--- src/capture_cfg_regs.vh ---
`ifndef CAPTURE_CFG_REGS_VH
`define CAPTURE_CFG_REGS_VH

// ****************************************
// register byte offsets
// ****************************************
`define CFG_OFFSET 12'h000
`define ENABLE_OFFSET 12'h004
`define SLAVE_OFFSET 12'h008
`define STATUS_OFFSET 12'h00C

// ****************************************
// reset values
// ****************************************
`define CFG_RESET 16'h0000
`define ENABLE_RESET 2'h0
`define SLAVE_RESET 3'h0

// ****************************************
// configuration register fields
// ****************************************
`define CH1_DIR_LSB 0
`define CH1_DIV_LSB 2
`define CH1_FILT_LSB 4
`define CH2_DIR_LSB 8
`define CH2_DIV_LSB 10
`define CH2_FILT_LSB 12
`define CH_FIELD_STRIDE 8
`define CFG_USED_BITS 16

// ****************************************
// enable and slave-mode fields
// ****************************************
`define CH1_EN_BIT 0
`define CH2_EN_BIT 1
`define TRIG_SEL_LSB 0
`define TRIG_SEL_WIDTH 3
`define TRIG_SEL_INTERNAL_LIMIT 3'h3

// ****************************************
// status register fields
// ****************************************
`define STATUS_PIN_LSB 0
`define STATUS_CAPT_LSB 2
`define STATUS_CH1_CNT_LSB 4
`define STATUS_CH2_CNT_LSB 8

// ****************************************
// direction codes
// ****************************************
`define DIR_OUTPUT 2'h0
`define DIR_OWN_PIN 2'h1
`define DIR_NEIGHBOUR_PIN 2'h2
`define DIR_TRIGGER 2'h3

// ****************************************
// filter and prescaler timing
// ****************************************
`define FILT_NONE 4'h0
`define FILT_DIV_WIDTH 5
`define FILT_CNT_WIDTH 4
`define PSC_CNT_WIDTH 3

`endif

--- src/input_filter.v ---
`timescale 1ns/10ps
`default_nettype none
`include "capture_cfg_regs.vh"

module input_filter (
  // clock and reset
  input wire pclk,
  input wire presetn,
  // sample and filter setting
  input wire sample_in,
  input wire [3:0] filter_sel,
  // filtered level
  output reg level_q
);

  // ****************************************
  // filter code decoding
  // ****************************************
  // log2 of the divider from the base clock to the sample rate
  function [2:0] div_log2;
    input [3:0] code;
    begin
      case (code)
        4'h1, 4'h2, 4'h3: div_log2 = 3'h0;
        4'h4, 4'h5: div_log2 = 3'h1;
        4'h6, 4'h7: div_log2 = 3'h2;
        4'h8, 4'h9: div_log2 = 3'h3;
        4'hA, 4'hB, 4'hC: div_log2 = 3'h4;
        4'hD, 4'hE, 4'hF: div_log2 = 3'h5;
        default: div_log2 = 3'h0;
      endcase
    end
  endfunction

  // consecutive agreeing samples needed
  function [3:0] need_count;
    input [3:0] code;
    begin
      case (code)
        4'h1: need_count = 4'h2;
        4'h2: need_count = 4'h4;
        4'h4, 4'h6, 4'h8, 4'hB, 4'hE: need_count = 4'h6;
        4'hA, 4'hD: need_count = 4'h5;
        4'h3, 4'h5, 4'h7, 4'h9, 4'hC, 4'hF: need_count = 4'h8;
        default: need_count = 4'h2;
      endcase
    end
  endfunction

  reg [`FILT_DIV_WIDTH-1:0] div_q;
  reg [`FILT_CNT_WIDTH-1:0] match_q;
  wire [`FILT_DIV_WIDTH-1:0] div_last;
  wire [`FILT_CNT_WIDTH-1:0] match_next;
  wire tick;

  // divide by 32 wraps the 5-bit shift to zero, minus one gives 31
  assign div_last = (5'h01 << div_log2(filter_sel)) - 5'h01;
  assign tick = (div_q >= div_last);
  assign match_next = match_q + 4'h1;

  // ****************************************
  // sample counter
  // ****************************************
  always @(posedge pclk or negedge presetn)
  begin
    if (!presetn)
    begin
      level_q <= 1'b0;
      div_q <= 5'h00;
      match_q <= 4'h0;
    end
    else if (filter_sel == `FILT_NONE)
    begin
      // no filter: follow the input at the base clock
      level_q <= sample_in;
      div_q <= 5'h00;
      match_q <= 4'h0;
    end
    else
    begin
      div_q <= tick ? 5'h00 : div_q + 5'h01;
      if (tick)
      begin
        if (sample_in == level_q)
          match_q <= 4'h0;
        else if (match_next >= need_count(filter_sel))
        begin
          level_q <= sample_in;
          match_q <= 4'h0;
        end
        else
          match_q <= match_next;
      end
    end
  end

endmodule
`default_nettype wire

--- src/capture_input_channel_config.v ---
// Behaviour
// ch1 direction: output, own, neighbour, trigger.
// trigger source only if internal trigger selected.
// ch1 direction writable only while disabled.
// ch2 direction: output, own, neighbour, trigger.
// ch2 direction writable only while disabled.
// ch1 prescaler captures every 1,2,4,8 events.
// ch1 prescaler cleared while channel disabled.
// filter needs N consecutive agreeing samples.
// code 0000 means no filter, base rate.
// codes 1110/1111 divide 32, need 6/8.
// software keeps upper sixteen bits at zero.
// ch2 filter and prescaler mirror channel 1.
// other filter codes use fixed divider, count.
//
// Design decisions made here: the register offsets and the APB slave port.
`timescale 1ns/10ps
`default_nettype none
`include "capture_cfg_regs.vh"

module capture_input_channel_config (
  // clock and reset
  input wire pclk,
  input wire presetn,
  // apb slave
  input wire psel,
  input wire penable,
  input wire pwrite,
  input wire [11:0] paddr,
  input wire [31:0] pwdata,
  output wire pready,
  output wire pslverr,
  output reg [31:0] prdata,
  // timer pins and internal trigger
  input wire timer_pin_in_a,
  input wire timer_pin_in_b,
  input wire internal_trigger_capture_src,
  // channel results
  output reg ch1_capture_input,
  output reg ch2_capture_input,
  output reg ch1_capture_event,
  output reg ch2_capture_event,
  output reg ch1_is_input,
  output reg ch2_is_input
);

  // ****************************************
  // decoding helpers
  // ****************************************
  // last count value of the capture prescaler
  function [`PSC_CNT_WIDTH-1:0] psc_last;
    input [1:0] code;
    begin
      case (code)
        2'h0: psc_last = 3'h0;
        2'h1: psc_last = 3'h1;
        2'h2: psc_last = 3'h3;
        2'h3: psc_last = 3'h7;
        default: psc_last = 3'h0;
      endcase
    end
  endfunction

  function addr_hit;
    input [11:0] addr;
    input [11:0] offset;
    begin
      addr_hit = (addr[11:2] == offset[11:2]);
    end
  endfunction

  // ****************************************
  // registers
  // ****************************************
  reg [`CFG_USED_BITS-1:0] cfg_q;
  reg [`CFG_USED_BITS-1:0] cfg_d;
  reg [1:0] enable_q;
  reg [`TRIG_SEL_WIDTH-1:0] trig_sel_q;
  reg [31:0] rdata_d;

  wire setup_phase;
  wire access_wr;
  wire mapped;
  wire trig_internal;

  // ****************************************
  // pin synchronisers
  // ****************************************
  reg [1:0] pin_meta_q;
  reg [1:0] pin_sync_q;

  always @(posedge pclk or negedge presetn)
  begin
    if (!presetn)
    begin
      pin_meta_q <= 2'h0;
      pin_sync_q <= 2'h0;
    end
    else
    begin
      pin_meta_q <= {timer_pin_in_b, timer_pin_in_a};
      pin_sync_q <= pin_meta_q;
    end
  end

  // ****************************************
  // apb slave
  // ****************************************
  // zero wait states: data is prepared during the setup cycle
  assign pready = 1'b1;
  assign setup_phase = psel & ~penable;
  assign access_wr = psel & penable & pwrite;
  assign mapped = addr_hit(paddr, `CFG_OFFSET) |
                  addr_hit(paddr, `ENABLE_OFFSET) |
                  addr_hit(paddr, `SLAVE_OFFSET) |
                  addr_hit(paddr, `STATUS_OFFSET);
  assign pslverr = psel & penable & ~mapped;

  // direction fields freeze while their channel runs
  always @*
  begin
    cfg_d = cfg_q;
    if (access_wr && addr_hit(paddr, `CFG_OFFSET))
    begin
      // upper half is reserved and never stored
      cfg_d = pwdata[`CFG_USED_BITS-1:0];
      if (enable_q[`CH1_EN_BIT])
        cfg_d[`CH1_DIR_LSB +: 2] = cfg_q[`CH1_DIR_LSB +: 2];
      if (enable_q[`CH2_EN_BIT])
        cfg_d[`CH2_DIR_LSB +: 2] = cfg_q[`CH2_DIR_LSB +: 2];
    end
  end

  always @(posedge pclk or negedge presetn)
  begin
    if (!presetn)
    begin
      cfg_q <= `CFG_RESET;
      enable_q <= `ENABLE_RESET;
      trig_sel_q <= `SLAVE_RESET;
    end
    else
    begin
      cfg_q <= cfg_d;
      if (access_wr && addr_hit(paddr, `ENABLE_OFFSET))
        enable_q <= pwdata[1:0];
      if (access_wr && addr_hit(paddr, `SLAVE_OFFSET))
        trig_sel_q <= pwdata[`TRIG_SEL_LSB +: `TRIG_SEL_WIDTH];
    end
  end

  // ****************************************
  // channel datapath
  // ****************************************
  wire [1:0] filt_level;
  wire [1:0] sel_level;
  wire [1:0] sel_valid;
  wire [1:0] capt_pulse;
  wire [`PSC_CNT_WIDTH*2-1:0] psc_count;

  // trigger selections at or below the limit are internal inputs
  assign trig_internal = (trig_sel_q <= `TRIG_SEL_INTERNAL_LIMIT);

  genvar ch;
  generate
    for (ch = 0; ch < 2; ch = ch + 1)
    begin : chan
      wire [1:0] dir;
      wire [1:0] div_code;
      wire [3:0] filt_code;
      wire enabled;
      reg level;
      reg valid;
      reg prev_q;
      reg [`PSC_CNT_WIDTH-1:0] cnt_q;
      wire edge_seen;

      assign dir = cfg_q[ch*`CH_FIELD_STRIDE + `CH1_DIR_LSB +: 2];
      assign div_code = cfg_q[ch*`CH_FIELD_STRIDE + `CH1_DIV_LSB +: 2];
      assign filt_code = cfg_q[ch*`CH_FIELD_STRIDE + `CH1_FILT_LSB +: 4];
      assign enabled = enable_q[ch];

      input_filter u_filter (
        .pclk(pclk),
        .presetn(presetn),
        .sample_in(pin_sync_q[ch]),
        .filter_sel(filt_code),
        .level_q(filt_level[ch])
      );

      // source mux; the neighbour of channel 1 is channel 2 and back
      always @*
      begin
        level = 1'b0;
        valid = 1'b0;
        case (dir)
          `DIR_OUTPUT:
          begin
            level = 1'b0;
            valid = 1'b0;
          end
          `DIR_OWN_PIN:
          begin
            level = filt_level[ch];
            valid = 1'b1;
          end
          `DIR_NEIGHBOUR_PIN:
          begin
            level = filt_level[1-ch];
            valid = 1'b1;
          end
          `DIR_TRIGGER:
          begin
            level = internal_trigger_capture_src & trig_internal;
            valid = trig_internal;
          end
          default:
          begin
            level = 1'b0;
            valid = 1'b0;
          end
        endcase
      end

      assign sel_level[ch] = level;
      assign sel_valid[ch] = valid;

      // a direction change can look like an edge; the channel is off then
      assign edge_seen = valid & enabled & level & ~prev_q;

      always @(posedge pclk or negedge presetn)
      begin
        if (!presetn)
        begin
          prev_q <= 1'b0;
          cnt_q <= 3'h0;
        end
        else
        begin
          prev_q <= level;
          if (!enabled)
            cnt_q <= 3'h0;
          else if (edge_seen)
            cnt_q <= (cnt_q >= psc_last(div_code)) ? 3'h0 : cnt_q + 3'h1;
        end
      end

      assign capt_pulse[ch] = edge_seen & (cnt_q >= psc_last(div_code));
      assign psc_count[ch*`PSC_CNT_WIDTH +: `PSC_CNT_WIDTH] = cnt_q;
    end
  endgenerate

  // ****************************************
  // registered outputs
  // ****************************************
  always @(posedge pclk or negedge presetn)
  begin
    if (!presetn)
    begin
      ch1_capture_input <= 1'b0;
      ch2_capture_input <= 1'b0;
      ch1_capture_event <= 1'b0;
      ch2_capture_event <= 1'b0;
      ch1_is_input <= 1'b0;
      ch2_is_input <= 1'b0;
    end
    else
    begin
      ch1_capture_input <= sel_level[0];
      ch2_capture_input <= sel_level[1];
      ch1_capture_event <= capt_pulse[0];
      ch2_capture_event <= capt_pulse[1];
      ch1_is_input <= (cfg_q[`CH1_DIR_LSB +: 2] != `DIR_OUTPUT);
      ch2_is_input <= (cfg_q[`CH2_DIR_LSB +: 2] != `DIR_OUTPUT);
    end
  end

  // ****************************************
  // read data
  // ****************************************
  always @*
  begin
    rdata_d = 32'h00000000;
    if (addr_hit(paddr, `CFG_OFFSET))
      rdata_d[`CFG_USED_BITS-1:0] = cfg_q;
    else if (addr_hit(paddr, `ENABLE_OFFSET))
      rdata_d[1:0] = enable_q;
    else if (addr_hit(paddr, `SLAVE_OFFSET))
      rdata_d[`TRIG_SEL_LSB +: `TRIG_SEL_WIDTH] = trig_sel_q;
    else if (addr_hit(paddr, `STATUS_OFFSET))
    begin
      rdata_d[`STATUS_PIN_LSB +: 2] = filt_level;
      rdata_d[`STATUS_CAPT_LSB +: 2] = sel_level & sel_valid;
      rdata_d[`STATUS_CH1_CNT_LSB +: 3] = psc_count[2:0];
      rdata_d[`STATUS_CH2_CNT_LSB +: 3] = psc_count[5:3];
    end
  end

  // status is captured at the setup cycle and held for the access
  always @(posedge pclk or negedge presetn)
  begin
    if (!presetn)
      prdata <= 32'h00000000;
    else if (setup_phase && !pwrite)
      prdata <= rdata_d;
  end

endmodule
`default_nettype wire

--- config.mk ---
export PLATFORM = sky130hd
export DESIGN_NAME = capture_input_channel_config
export DESIGN_NICKNAME = d
export VERILOG_FILES = /design/src/input_filter.v /design/src/capture_input_channel_config.v
export VERILOG_INCLUDE_DIRS = /design/src /design/src/src
export SDC_FILE = /design/constraint.sdc
export NUM_CORES = 1
export LEC_CHECK = 0
export BUFFER_PORTS_ARGS = -buffer_cell sky130_fd_sc_hd__buf_2
export CAP_MARGIN = 10
export CORE_MARGIN = 5
export CORE_UTILIZATION = 60
export DETAILED_ROUTE_END_ITERATION = 8
export HOLD_SLACK_MARGIN = 0.12
export PLACE_DENSITY_LB_ADDON = 0.12
export SLEW_MARGIN = 20
export SYNTH_ARGS = -nofsm -noshare
export SYNTH_HDL_FRONTEND = slang
export SYNTH_SLANG_ARGS = --single-unit
--- constraint.sdc ---
create_clock -name pclk -period 6.9 [get_ports pclk]
set_input_delay 0.69 -clock pclk [delete_from_list [all_inputs] [get_ports pclk]]
set_output_delay 0.69 -clock pclk [all_outputs]
set_load 0.05 [all_outputs]
==> flow_metrics.env <==
export IMPL_htreeDepth=3
export IMPL_cp_data_required_time_ps=7140
export IMPL_tns_ps=0
export IMPL_die_width_um=96.3
export IMPL_reg2reg_to="chan[0].u_filter.level_q"
export IMPL_ys_warn_count=0
export IMPL_synthCells=447
export IMPL_cts_resized=0
export IMPL_setup_viol=0
export IMPL_worst_r2r_startpoint="cfg_q[6]"
export IMPL_vias=3336
export IMPL_synth_edf_count=0
export IMPL_finalWirelength_mm=8.85
export IMPL_drtPass1Iterations=4
export IMPL_drtAntennaViolNets=0
export IMPL_reg2reg_slack_ps=3760
export IMPL_grt_pass1_vias=3174
export IMPL_initial_core_util=0.616
export IMPL_routabilityCongestion=0.829
export IMPL_yosysTopAreaCellShare=0.409
export IMPL_period_minus_slack_ps=3140
export IMPL_max_freq_ghz=0.318
export IMPL_async_flop_share=1.00
export IMPL_netlist_area_mm2=0.00447
export IMPL_tightest_slew_ps=916
export IMPL_hold_depth=0
export IMPL_drcViolationCount=0
export IMPL_fillers=588
export IMPL_fin_util=0.686
export IMPL_worstPathArrival_ps=3380
export IMPL_syn_area_per_cell_um2=10.0
export IMPL_grt_pass1_wl_mm=14.7
export IMPL_critPathCaptureType="flip-flop"
export IMPL_worstSkewPairLatency_ps=350
export IMPL_antenna_found_initial=0
export IMPL_vdd_drop_max_mv=0.116
export IMPL_cap_violations=0
export IMPL_worstPathMaxFanout=13
export IMPL_pin_count=92
export IMPL_ys_types=53
export IMPL_min_period_over_period=0.456
export IMPL_p_leak_nw=2.50
export IMPL_post_cts_buffers=0
export IMPL_clock_sinks=73
export IMPL_area_growth_pct=11.3
export IMPL_fin_worst_skew_ps=8.47
export IMPL_finalHoldViolCount=0
export IMPL_yosysTopAreaCell="dfrtp_1"
export IMPL_first_iter_violations=140
export IMPL_root_buffer="clkbuf_8"
export IMPL_relSlewSlack=0.385
export IMPL_rsz0062_at_grt="no"
export IMPL_die_area_mm2=0.00927
export IMPL_status="finished, final reports clean"
export IMPL_ys_flop_type="dfrtp_1"
export IMPL_clk_pin_slew_worst_paths_ps=80
export IMPL_grt_overflow_total=0
export IMPL_diodes=0
export IMPL_core_area_mm2=0.00725
export IMPL_wire_per_inst_um=14.7
export IMPL_hold_end="pin_sync_q[0]"
export IMPL_min_from="pin_meta_q[0]"
export IMPL_rows=31
export IMPL_grt_max_degree=74
export IMPL_ys_ff_latch=73
export IMPL_dp_hpwl_mm=6.37
export IMPL_final_max_slew_viol_count=0
export IMPL_reg2reg_depth=10
export IMPL_setup_worst_path_start_class="flip-flop"
export IMPL_fin_nets=601
export IMPL_numPortBuffers=56
export IMPL_cts_hold_buffers=0
export IMPL_hold_class="reg2reg"
export IMPL_critPathKind="reg2reg"
export IMPL_cts_tree="yes"
export IMPL_clockBufferDepth=2
export IMPL_drive_gt1_frac=0.216
export IMPL_grt_usage=0.206
export IMPL_vias_per_cell=5.53
export IMPL_die_y_um=96.3
export IMPL_synth_area_leaders="dfrtp_1 (41%), ha_1 (14%), nand2_1 (4.0%), mux2_4 (3.4%), mux2_2 (3.3%)"
export IMPL_yosysSeqAreaShare=0.409
export IMPL_numCtsBuffers=9
export IMPL_power_density_mw_per_mm2=179
## cells by family (layout without fill, tap and decap cells)
| group | count (synthesis) | after routing | synth area share |
|---|---|---|---|
| flip-flops | 73 | 73 | 0.409 |
| AND/OR/NAND/NOR | 143 | 143 | 0.158 |
| adder cells (fa/ha/maj) | 50 | 50 | 0.140 |
| AO/OA/AOI/OAI | 74 | 74 | 0.110 |
| buffers and inverters | 62 | 104 | 0.0689 |
| multiplexers | 29 | 29 | 0.0854 |
| XOR/XNOR | 14 | 14 | 0.0274 |
| other | 2 | 17 | 0.00168 |
## registers in the layout (all words and copies together) (netlist names), 3 cells and up
register / count
chan.u_filter.div_q: 10
chan.cnt_q: 6
prdata: 16
chan.u_filter.match_q: 8
trig_sel_q: 3
cfg_q: 16
## Yosys cell counts (3+ instances only)
cell,n
a211oi_1,6
a21o_1,3
a21oi_1,4
a221oi_1,6
a31oi_1,4
buf_4,17
clkbuf_1,10
dfrtp_1,73
ha_1,50
inv_1,31
mux2_2,13
mux2_4,10
mux2i_1,4
nand2_1,48
nand2b_1,11
nand3_1,18
nor2_1,33
nor2b_1,3
nor3b_1,5
o211ai_1,3
o21ai_0,24
o22ai_1,6
o31ai_1,4
or2_2,4
or3_1,6
xnor2_1,6
xor2_1,8
## cells in the final DEF, fill, tap and decap left out, types with 3 or more instances in the layout
| cell | netlist | routed |
|---|---|---|
| xnor2_1 | 6 | 6 |
| ha_1 | 50 | 50 |
| mux2_2 | 13 | 13 |
| nand2b_1 | 11 | 11 |
| nor3b_1 | 5 | 4 |
| a221oi_1 | 6 | 6 |
| or2_2 | 4 | 4 |
| o211ai_1 | 3 | 3 |
| or3_1 | 6 | 6 |
| xor2_1 | 8 | 8 |
| nand2_1 | 48 | 48 |
| mux2_4 | 10 | 10 |
| nand3_1 | 18 | 18 |
| nor2b_1 | 3 | 3 |
| inv_1 | 31 | 31 |
| buf_2 | 2 | 55 |
| dfrtp_1 | 73 | 73 |
| o21ai_0 | 24 | 23 |
| conb_1 | 2 | 17 |
| mux2i_1 | 4 | 4 |
| a21oi_1 | 4 | 4 |
| nor2_1 | 33 | 33 |
| o22ai_1 | 6 | 6 |
| clkbuf_8 | 0 | 11 |
| a211oi_1 | 6 | 6 |
| o31ai_1 | 4 | 4 |
| a31oi_1 | 4 | 4 |
| a21o_1 | 3 | 3 |
## worst max-delay path, cell delays in order, from the launching register on
cell     delay (ps)
dfrtp_1         580
inv_1           170
or3_1           330
ha_1            240
xor2_1          170
ha_1            290
a21o_1          110
a31oi_1          40
o21ai_1         620
o31ai_1         180
mux2_2          310
## per-stage QoR
stage	std cells	hold slack [ps]	setup WS, ps	total power [mW]	area (um^2)
2_1_floorplan	462	331	4190	0.516	4530
3_3_place_gp	587	335	3420	0.539	4750
3_5_place_dp	587	336	3410	0.540	4750
4_1_cts	603	353	3400	0.897	4970
5_1_grt	603	358	3470	0.922	4970
6_report	603	353	3760	0.889	4970
## final cells by class
cell class | instances | area [um^2] | share of cell area
inverter | 31 | 116 | 0.0234
tap | 99 | 124 | 0.0249
clock inverter | 5 | 62.6 | 0.0126
sequential | 73 | 1830 | 0.367
clock buffer | 11 | 151 | 0.0304
multi-input combinational | 327 | 2400 | 0.483
timing repair buffer | 57 | 290 | 0.0584
## power by group
part	switching (mW)	internal, mW
logic	0.0684	0.0215
clock network	0.169	0.189
registers	0.00624	0.435
## per-layer routing
metal,GRT usage,part of all wire
met5,0,0
met4,0.0631,0.013
met3,0.0493,0.059
met2,0.343,0.48
met1,0.265,0.45
## how the worst max path moves through the flow
stage / startpoint / end / slack [ps] / depth (start not counted)
2_1_floorplan: cfg_q[15] / chan[1].u_filter.level_q / 4190 / 11
3_3_place_gp: paddr[6] / cfg_q[0] / 3420 / 6
3_5_place_dp: paddr[6] / cfg_q[1] / 3410 / 6
4_1_cts: cfg_q[6] / chan[0].u_filter.level_q / 3400 / 10
5_1_grt: cfg_q[6] / chan[0].u_filter.level_q / 3470 / 10
6_report: cfg_q[6] / chan[0].u_filter.level_q / 3760 / 10
No activity file was read; power rests on OpenSTA's default activity.
